<file path="src/core/sepc_pkg.sv">
package sepc_pkg;
  localparam int ADDR_W = 12;
  localparam int PAGE_W = 5;
  localparam int WORD_W = ADDR_W + 8;
  localparam int FIFO_DEPTH = 4;
  localparam int CLK_PERIOD_NS = 10;
  localparam int WRITE_TIME_US = 1000;
  localparam int WRITE_CYCLES = (WRITE_TIME_US * 1000) / CLK_PERIOD_NS;
  localparam logic [7:0] OP_SET_LATCH = 8'h06;
  localparam logic [7:0] OP_CLR_LATCH = 8'h04;
  localparam logic [7:0] OP_READ_STAT = 8'h05;
  localparam logic [7:0] OP_WRITE_STAT = 8'h01;
  localparam logic [7:0] OP_FETCH = 8'h03;
  localparam logic [7:0] OP_PROGRAM = 8'h02;
  localparam int ST_GUARD_EN = 7;
  localparam int ST_LOCK_HI = 3;
  localparam int ST_LOCK_LO = 2;
  localparam logic [7:0] ST_BUSY_VIEW = 8'hFF;
  localparam logic [1:0] LOCK_NONE = 2'h0;
  localparam logic [1:0] LOCK_QUARTER = 2'h1;
  localparam logic [1:0] LOCK_HALF = 2'h2;
  localparam logic [ADDR_W-1:0] QUARTER_BASE = 12'hC00;
  localparam logic [ADDR_W-1:0] HALF_BASE = 12'h800;
  localparam logic [4:0] LAST_BYTE_BIT = 5'h07;
  localparam logic [4:0] LAST_ADDR_BIT = 5'h0F;
  localparam logic [PAGE_W-1:0] LAST_PAGE_IDX = 5'h1F;
  localparam int PIN_SCK = 0;
  localparam int PIN_SEL = 1;
  localparam int PIN_SI = 2;
  localparam int PIN_PAUSE = 3;
  localparam int PIN_GUARD = 4;
  typedef enum logic [2:0] {
    PH_IDLE, PH_OPCODE, PH_ADDR, PH_FETCH,
    PH_PROGRAM, PH_STATWR, PH_STATRD, PH_IGNORE
  } sepc_phase_t;
endpackage

</file>
<file path="src/core/sepc_ctrl.sv">
`timescale 1ns/1ps
module sepc_fifo #(
  parameter int WIDTH = 8,
  parameter int DEPTH = 4
) (
  input  wire logic             clk,
  input  wire logic             reset,
  input  wire logic             inValid,
  output logic                  inReady,
  input  wire logic [WIDTH-1:0] inData,
  output logic                  outValid,
  input  wire logic             outReady,
  output logic      [WIDTH-1:0] outData
);
  localparam int PW = $clog2(DEPTH);
  localparam int CW = $clog2(DEPTH + 1);
  typedef struct packed {
    logic [DEPTH-1:0][WIDTH-1:0] mem;
    logic [PW-1:0]               wrPtr;
    logic [PW-1:0]               rdPtr;
    logic [CW-1:0]               count;
  } sepc_fifo_t;
  sepc_fifo_t r_r;
  sepc_fifo_t r_nxt;
  logic       push;
  logic       pop;
  assign inReady = r_r.count != CW'(DEPTH);
  assign outValid = r_r.count != '0;
  assign outData = r_r.mem[r_r.rdPtr];
  assign push = inValid & inReady;
  assign pop = outValid & outReady;
  always_comb begin
    r_nxt = r_r;
    if (push) begin
      r_nxt.mem[r_r.wrPtr] = inData;
      r_nxt.wrPtr = (r_r.wrPtr == PW'(DEPTH - 1)) ? '0 : r_r.wrPtr + 1'b1;
    end
    if (pop) begin
      r_nxt.rdPtr = (r_r.rdPtr == PW'(DEPTH - 1)) ? '0 : r_r.rdPtr + 1'b1;
    end
    r_nxt.count = r_r.count + CW'(push) - CW'(pop);
  end
  always_ff @(posedge clk) begin
    if (reset) begin
      r_r <= '0;
    end else begin
      r_r <= r_nxt;
    end
  end
endmodule

// Overview of operation
// - Sample serial input on serial clock rise
// - Serial output changes after falling edges only
// - Deselected: output released, standby unless writing
// - Ignore everything until first select fall
// - Guard low with enable blocks status writes
// - Guard falling mid status command aborts it
// - Guard enable clear means pin ignored
// - Pause enters and leaves while clock low
// - Paused: inputs ignored, position kept
// - Eight-bit instruction register, MSB first
// - First bit on first rise; static clock
// - Writes complete only with latch set
// - Latch clears at power-up and write end
// - Status readable any time, even busy
// - Status layout: enable, locks, latch, busy
// - Latch and busy flags read-only
// - Busy reads all ones in status
// - Lock levels protect none, quarter, half, all
// - Protected bytes readable, never altered
// - Decode latch set, clear, status read
// - Decode status write, fetch, program
// - Write permission table for array, status
// - Fetch: 16-bit address, streaming, wrapping
// - Program wraps within its 32-byte page
// - Write starts only on byte boundary deselect
module sepc_ctrl
#(
  parameter int WRITE_CYCLES_P = sepc_pkg::WRITE_CYCLES
) (
  input  wire logic                       clk,
  input  wire logic                       reset,
  input  wire logic                       serialClock,
  input  wire logic                       selectN,
  input  wire logic                       serialIn,
  input  wire logic                       pauseN,
  input  wire logic                       writeGuardN,
  output logic                            serialOut,
  output logic                            serialOutEn,
  output logic [sepc_pkg::ADDR_W-1:0]     arrRdAddr,
  input  wire logic [7:0]                 arrRdData,
  output logic                            arrWrValid,
  input  wire logic                       arrWrReady,
  output logic [sepc_pkg::ADDR_W-1:0]     arrWrAddr,
  output logic [7:0]                      arrWrData,
  output logic                            writeBusy
);
  import sepc_pkg::*;
  typedef struct packed {
    logic [4:0]            pin1;
    logic [4:0]            pin2;
    logic                  sckPrev;
    logic                  selPrev;
    logic                  guardPrev;
    logic                  armed;
    logic                  paused;
    sepc_phase_t           phase;
    logic [7:0]            opcode;
    logic [4:0]            bitCnt;
    logic [15:0]           inShift;
    logic [2:0]            outCnt;
    logic [7:0]            outShift;
    logic                  so;
    logic                  soEn;
    logic [ADDR_W-1:0]     addr;
    logic                  byteDone;
    logic                  abortStat;
    logic [7:0]            statNew;
    logic                  latch;
    logic                  guardEn;
    logic [1:0]            lock;
    logic                  busy;
    logic [31:0]           timer;
    logic                  draining;
    logic [PAGE_W-1:0]     drainIdx;
    logic [ADDR_W-1:PAGE_W] pageHi;
    logic [31:0]           pageValid;
    logic [31:0][7:0]      pageBuf;
  } sepc_core_t;
  sepc_core_t          r_r;
  sepc_core_t          r_nxt;
  logic                sckNow;
  logic                selN;
  logic                siNow;
  logic                pauseNow;
  logic                guardNow;
  logic                sckRise;
  logic                sckFall;
  logic                selFall;
  logic                selRise;
  logic                guardFall;
  logic                active;
  logic                step;
  logic [7:0]          statusView;
  logic [7:0]          outByte;
  logic [ADDR_W-1:0]   drainAddr;
  logic                pushValid;
  logic                pushReady;
  logic                drainLocked;
  function automatic logic isLocked(input logic [1:0] lvl,
                                    input logic [ADDR_W-1:0] a);
    unique case (lvl)
      LOCK_NONE:    isLocked = 1'b0;
      LOCK_QUARTER: isLocked = a >= QUARTER_BASE;
      LOCK_HALF:    isLocked = a >= HALF_BASE;
      default:      isLocked = 1'b1;
    endcase
  endfunction
  function automatic sepc_phase_t decodeOp(input logic [7:0] op,
                                           input logic busy);
    decodeOp = PH_IGNORE;
    if (op == OP_READ_STAT) begin
      decodeOp = PH_STATRD;
    end else if (!busy && op == OP_WRITE_STAT) begin
      decodeOp = PH_STATWR;
    end else if (!busy && (op == OP_FETCH || op == OP_PROGRAM)) begin
      decodeOp = PH_ADDR;
    end
  endfunction
  assign sckNow = r_r.pin2[PIN_SCK];
  assign selN = r_r.pin2[PIN_SEL];
  assign siNow = r_r.pin2[PIN_SI];
  assign pauseNow = r_r.pin2[PIN_PAUSE];
  assign guardNow = r_r.pin2[PIN_GUARD];
  assign sckRise = sckNow & ~r_r.sckPrev;
  assign sckFall = ~sckNow & r_r.sckPrev;
  assign selFall = ~selN & r_r.selPrev;
  assign selRise = selN & ~r_r.selPrev;
  assign guardFall = ~guardNow & r_r.guardPrev;
  assign active = ~selN & r_r.armed;
  assign step = active & ~r_r.paused;
  assign statusView = r_r.busy ? ST_BUSY_VIEW :
    {r_r.guardEn, 3'b000, r_r.lock, r_r.latch, 1'b0};
  assign outByte = (r_r.phase == PH_FETCH) ? arrRdData : statusView;
  assign drainAddr = {r_r.pageHi, r_r.drainIdx};
  assign drainLocked = isLocked(r_r.lock, drainAddr);
  assign serialOut = r_r.so;
  assign serialOutEn = r_r.soEn;
  assign arrRdAddr = r_r.addr;
  assign writeBusy = r_r.busy;
  sepc_fifo #(
    .WIDTH (WORD_W),
    .DEPTH (FIFO_DEPTH)
  ) u_fifo (
    .clk      (clk),
    .reset    (reset),
    .inValid  (pushValid),
    .inReady  (pushReady),
    .inData   ({drainAddr, r_r.pageBuf[r_r.drainIdx]}),
    .outValid (arrWrValid),
    .outReady (arrWrReady),
    .outData  ({arrWrAddr, arrWrData})
  );
  always_comb begin
    r_nxt = r_r;
    pushValid = 1'b0;
    r_nxt.pin1 = {writeGuardN, pauseN, serialIn, selectN, serialClock};
    r_nxt.pin2 = r_r.pin1;
    r_nxt.sckPrev = sckNow;
    r_nxt.selPrev = selN;
    r_nxt.guardPrev = guardNow;
    r_nxt.soEn = step;
    if (selFall) begin
      r_nxt.armed = 1'b1;
      r_nxt.phase = PH_OPCODE;
      r_nxt.bitCnt = '0;
      r_nxt.byteDone = 1'b0;
      r_nxt.abortStat = 1'b0;
    end
    // Pause only changes while the serial clock is low
    if (active && !sckNow) begin
      r_nxt.paused = ~pauseNow;
    end
    if (step && sckRise) begin
      r_nxt.inShift = {r_r.inShift[14:0], siNow};
      r_nxt.bitCnt = r_r.bitCnt + 5'h01;
      r_nxt.byteDone = 1'b0;
      unique case (r_r.phase)
        PH_OPCODE: begin
          if (r_r.bitCnt == LAST_BYTE_BIT) begin
            r_nxt.bitCnt = '0;
            r_nxt.outCnt = '0;
            r_nxt.opcode = r_nxt.inShift[7:0];
            r_nxt.phase = decodeOp(r_nxt.inShift[7:0], r_r.busy);
            if (!r_r.busy && r_nxt.opcode == OP_SET_LATCH) begin
              r_nxt.latch = 1'b1;
            end
            if (!r_r.busy && r_nxt.opcode == OP_CLR_LATCH) begin
              r_nxt.latch = 1'b0;
            end
          end
        end
        PH_ADDR: begin
          if (r_r.bitCnt == LAST_ADDR_BIT) begin
            r_nxt.bitCnt = '0;
            r_nxt.outCnt = '0;
            r_nxt.addr = r_nxt.inShift[ADDR_W-1:0];
            if (r_r.opcode == OP_FETCH) begin
              r_nxt.phase = PH_FETCH;
            end else begin
              r_nxt.phase = PH_PROGRAM;
              r_nxt.pageValid = '0;
            end
          end
        end
        PH_PROGRAM: begin
          if (r_r.bitCnt == LAST_BYTE_BIT) begin
            r_nxt.bitCnt = '0;
            r_nxt.pageBuf[r_r.addr[PAGE_W-1:0]] = r_nxt.inShift[7:0];
            r_nxt.pageValid[r_r.addr[PAGE_W-1:0]] = 1'b1;
            r_nxt.addr[PAGE_W-1:0] = r_r.addr[PAGE_W-1:0] + 5'h01;
            r_nxt.byteDone = 1'b1;
          end
        end
        PH_STATWR: begin
          if (r_r.bitCnt == LAST_BYTE_BIT) begin
            r_nxt.bitCnt = '0;
            r_nxt.statNew = r_nxt.inShift[7:0];
            r_nxt.byteDone = 1'b1;
          end
        end
        PH_FETCH: begin
          if (r_r.bitCnt == LAST_BYTE_BIT) begin
            r_nxt.bitCnt = '0;
            r_nxt.addr = r_r.addr + 12'h001;
          end
        end
        PH_STATRD: begin
          if (r_r.bitCnt == LAST_BYTE_BIT) begin
            r_nxt.bitCnt = '0;
          end
        end
        default: begin
          r_nxt.bitCnt = r_r.bitCnt;
        end
      endcase
    end
    // Read data leaves after each falling edge
    if (step && sckFall &&
        (r_r.phase == PH_FETCH || r_r.phase == PH_STATRD)) begin
      if (r_r.outCnt == 3'h0) begin
        r_nxt.so = outByte[7];
        r_nxt.outShift = {outByte[6:0], 1'b0};
      end else begin
        r_nxt.so = r_r.outShift[7];
        r_nxt.outShift = {r_r.outShift[6:0], 1'b0};
      end
      r_nxt.outCnt = r_r.outCnt + 3'h1;
    end
    if (active && guardFall && r_r.guardEn && r_r.phase == PH_STATWR) begin
      r_nxt.abortStat = 1'b1;
    end
    if (selRise) begin
      r_nxt.phase = PH_IDLE;
      r_nxt.paused = 1'b0;
      if (r_r.phase == PH_PROGRAM && r_r.byteDone &&
          r_r.latch && !r_r.busy) begin
        r_nxt.busy = 1'b1;
        r_nxt.timer = '0;
        r_nxt.draining = 1'b1;
        r_nxt.drainIdx = '0;
        r_nxt.pageHi = r_r.addr[ADDR_W-1:PAGE_W];
      end
      if (r_r.phase == PH_STATWR && r_r.byteDone && r_r.latch &&
          !r_r.busy && !r_r.abortStat &&
          !(r_r.guardEn && !guardNow)) begin
        r_nxt.guardEn = r_r.statNew[ST_GUARD_EN];
        r_nxt.lock = {r_r.statNew[ST_LOCK_HI], r_r.statNew[ST_LOCK_LO]};
        r_nxt.busy = 1'b1;
        r_nxt.timer = '0;
      end
    end
    // Hand unprotected page bytes to the array queue
    if (r_r.draining) begin
      if (r_r.pageValid[r_r.drainIdx] && !drainLocked) begin
        pushValid = 1'b1;
      end
      if (!pushValid || pushReady) begin
        r_nxt.drainIdx = r_r.drainIdx + 5'h01;
        if (r_r.drainIdx == LAST_PAGE_IDX) begin
          r_nxt.draining = 1'b0;
        end
      end
    end
    if (r_r.busy) begin
      if (r_r.timer != 32'(WRITE_CYCLES_P - 1)) begin
        r_nxt.timer = r_r.timer + 32'h1;
      end else if (!r_r.draining && !arrWrValid) begin
        r_nxt.busy = 1'b0;
        r_nxt.latch = 1'b0;
      end
    end
  end
  always_ff @(posedge clk) begin
    if (reset) begin
      r_r <= '0;
    end else begin
      r_r <= r_nxt;
    end
  end
endmodule

</file>
<file path="config.mk">
export PLATFORM = sky130hd
export DESIGN_NAME = sepc_ctrl
export DESIGN_NICKNAME = d
export VERILOG_FILES = /design/src/core/sepc_pkg.sv /design/src/core/sepc_ctrl.sv
export SDC_FILE = /design/constraint.sdc
export NUM_CORES = 1
export LEC_CHECK = 0
export ABC_AREA = 0
export BUFFER_PORTS_ARGS = -buffer_cell sky130_fd_sc_hd__buf_2
export CORE_MARGIN = 10
export CORE_UTILIZATION = 45
export CTS_CLUSTER_SIZE = 14
export DETAILED_ROUTE_END_ITERATION = 16
export PLACE_DENSITY = 0.64
export SLEW_MARGIN = 20
export SYNTH_ARGS = -nofsm -noshare
export SYNTH_HDL_FRONTEND = slang
export SYNTH_SLANG_ARGS = --single-unit
</file>
<file path="constraint.sdc">
create_clock -name clk -period 3.7 [get_ports clk]
set_clock_uncertainty 0.05 [all_clocks]
set_input_delay 0.37 -clock clk [delete_from_list [all_inputs] [get_ports clk]]
set_output_delay 0.37 -clock clk [all_outputs]
set_load 0.01 [all_outputs]
</file>
==> impl_metrics.csv <==
group,metric,value,unit
yosys,synth.distinct_cells,67,
setup_path,crit_family,"compound AO/OA/AOI/OAI gates",
clocking,clock-root-buffer,"clkbuf_16",
clocking,clk_latency,0.60,ns
clocking,clock-sinks,496,
yosys,yosysSeqAreaShare,45.2,%
power_and_ir_drop,vdd_drop_max,0.000343,V
floorplanning,fp.dieW,241,µm
finish,postLayoutCoreUtil,50.9,%
yosys,ys_warn_count,0,
min_path,hold_depth,2,
finish,layout_commonest_cell,"dfxtp_1",
place,post-place-ws,0.425,ns
place,place_hpwl,36500,µm
floorplanning,coreArea,0.0479,mm²
timing,setup_violations,0,
timing,slew_headroom,30.1,%
yosys,synth_seq_cells,496,
setup_path,crit_path_max_fanout,17,
yosys,synthCells,2495,
timing,fin_ws,0.435,ns
grt,grt_pass1_wl,95100,µm
yosys,syn_area,0.0219,mm²
setup_path,rr_worst_depth,12,
grt,antenna_found_initial,0,
yosys,synth.avg_cell_area,8.80,µm²
clocking,post_cts_buffers,0,
floorplanning,die_y,241,µm
routing,drtIter0Drc,1557,
power_and_ir_drop,powerDensity,460,mW/mm²
finish,num-nets-final,2469,
place,gp_congestion,0.827,
yosys,synth-main-ff-cell,"dfxtp_1",
setup_path,worstPathArrival,3.69,ns
clocking,cts_made_buffers,50,
setup_path,cpMostUsedCell,"inv_1",
floorplanning,ioPinCount,52,
finish,areaGrowthSynthToFinish,11.2,%
min_path,min_from,"reset",
timing,worst_pin_slew,1.05,ns
timing,max_freq,0.306,GHz
routing,wl,58900,µm
finish,final_cell_mix,"dfxtp_1, nand2_1, a21oi_1, nand3_1, nor2_1",
power_and_ir_drop,leakage,8.46,nW
setup_path,path_cells,"mux2_2 -> o311ai_0 -> o21ai_1 -> o21ai_0 -> buf_4 -> inv_1 -> ha_1 -> inv_1 -> fa_1 -> xor2_1 -> xnor2_1 -> nor2_1",
setup_path,critPathKind,"flop to flop",
timing,rsz0062_at_grt,"no",
setup_path,path_buf_inv,3,
min_path,hold_path_class,"primary input to flop",
setup_path,r2r_start,"drainAddr[2]",
grt,grt_use_total,20.2,%
setup_path,critPathLaunchType,"flop",
clocking,cts_tree,"yes",
routing,wl_per_cell,19.1,µm
yosys,synth-edff-count,0,
timing,min_period,3.27,ns
setup_path,worstReg2RegEnd,"u_fifo.r_r[2]",
routing,ant_nets,0,
timing,finalCritPeriodShare,88.2,%
timing,hold_viol,0,
timing,setup_tns,0,ns
min_path,min_to,"u_fifo.r_r[41]",
status,status,"finished clean",
floorplanning,die_area,0.0580,mm²
timing,slew_violations,0,
clocking,cts_buffer_depth,3,
finish,num_antenna_cells,0,
finish,drive_gt1_share,13.5,%
floorplanning,rows,80,
place,io_buffers,51,
setup_path,rrSetupSlack,0.43,ns
routing,drc_errors,0,
grt,grt_pass1_vias,17200,
timing,whs,0.0700,ns
grt,grt-ovfl-total,0,
setup_path,end_kind,"flop",
floorplanning,start_util,45.8,%
run,maxCapViolCount,0,
clocking,clk_pin_slew,0.06,ns
yosys,ys_async_sr_fraction,0,%
routing,vias,18100,
routing,firstDrtPassIters,5,
yosys,synth.net_count,2532,
routing,drt-vias-per-instance,5.86,
clocking,h-tree-depth,2,
setup_path,slowest_stage,"dfxtp_1",
grt,grt_max_degree,260,
setup_path,slowest_delay,0.76,ns
setup_path,critPathRequiredTime,4.13,ns
==> stage by stage <==
| stage | cells | cell area (µm²) | total power [mW] |
|---|---|---|---|
| 2_1_floorplan | 2495 | 21900 | 5.78 |
| 3_3_place_gp | 2989 | 22500 | 5.89 |
| 3_5_place_dp | 2989 | 22500 | 5.89 |
| 4_1_cts | 3086 | 24400 | 11.3 |
| 5_1_grt | 3087 | 24400 | 11.6 |
| 6_report | 3087 | 24400 | 11.2 |
==> worst register-to-register path: stages (launching register included) <==
cell and delay (ns):
dfxtp_1 0.76, mux2_2 0.41, o311ai_0 0.39, o21ai_1 0.31, o21ai_0 0.24, buf_4 0.16
inv_1 0.04, ha_1 0.19, inv_1 0.07, fa_1 0.17, xor2_1 0.17, xnor2_1 0.14
nor2_1 0.05
==> repair_timing <==
action / in CTS / in global routing
hold buffers: 5 / 0
gates resized for setup: 0 / 0
hold endpoints to repair: 5 / 0
==> worst max path at each step <==
| stage | start | end | depth (start not counted) |
|---|---|---|---|
| 2_1_floorplan | drainAddr[1] | u_fifo.r_r[2] | 14 |
| 3_3_place_gp | drainAddr[2] | u_fifo.r_r[2] | 12 |
| 3_5_place_dp | drainAddr[2] | u_fifo.r_r[2] | 12 |
| 4_1_cts | drainAddr[2] | u_fifo.r_r[2] | 12 |
| 5_1_grt | drainAddr[2] | u_fifo.r_r[2] | 13 |
| 6_report | drainAddr[2] | u_fifo.r_r[2] | 12 |
==> registers in the layout, summed over array words and instances, names as in the netlist, 7 cells and up <==
name,flops
arrRdAddr,12
u_fifo.r_r,87
r_r,373
r_nxt,7
drainAddr,12
==> power breakdown <==
group	switching [mW]	leakage (nW)	internal [mW]	total, mW
registers	0.0319	4.00	5.36	5.40
logic	0.243	3.57	0.135	0.377
clock network	2.16	0.888	3.29	5.44
total	2.43	8.46	8.79	11.2
==> final cells by class <==
cell class / instances / area, µm²
fillers: 4334 / 23500
flip-flops and latches: 496 / 9940
clock buffers: 75 / 1580
inverters: 24 / 90.1
clock inverters: 17 / 218
well taps: 615 / 769
multi-input cells: 1742 / 11000
repair buffers: 118 / 851
==> Yosys cell counts (19+ instances only) <==
cell type | n | share of area (%)
a22oi_1 | 20 | 0.68
buf_2 | 49 | 1.1
inv_1 | 23 | 0.39
a21oi_1 | 342 | 7.8
nand3_1 | 315 | 7.2
nand2_1 | 407 | 7.0
dfxtp_1 | 496 | 45
buf_1 | 21 | 0.36
xor2_1 | 19 | 0.76
ha_1 | 20 | 1.1
nor2_1 | 179 | 3.1
clkbuf_1 | 145 | 2.5
mux2i_1 | 78 | 3.6
mux4_2 | 102 | 10
nor2b_1 | 25 | 0.71
o21ai_0 | 61 | 1.4
==> kinds of logic (layout without fill, tap and decap cells) <==
group	count (synthesis)	in the layout	synth area share [%]
xor gates and xnor gates	28	28	1.12
adders and majority gates	21	21	1.23
and+or+nand+nor	1035	1035	21.4
AOI/OAI and AO/OA	475	475	11.8
buffers and inverters	257	234	5.04
DFF	496	496	45.2
muxes	183	183	14.2
==> metal layers <==
layer	global-route usage, %	share of wire, %	vias up
li1	-	-	8606
met1	27.3	45	8823
met2	33.0	47	574
met3	2.41	5.7	92
met4	6.59	2.6	0
met5	0	0	-
(Power assumes the default switching activity.)
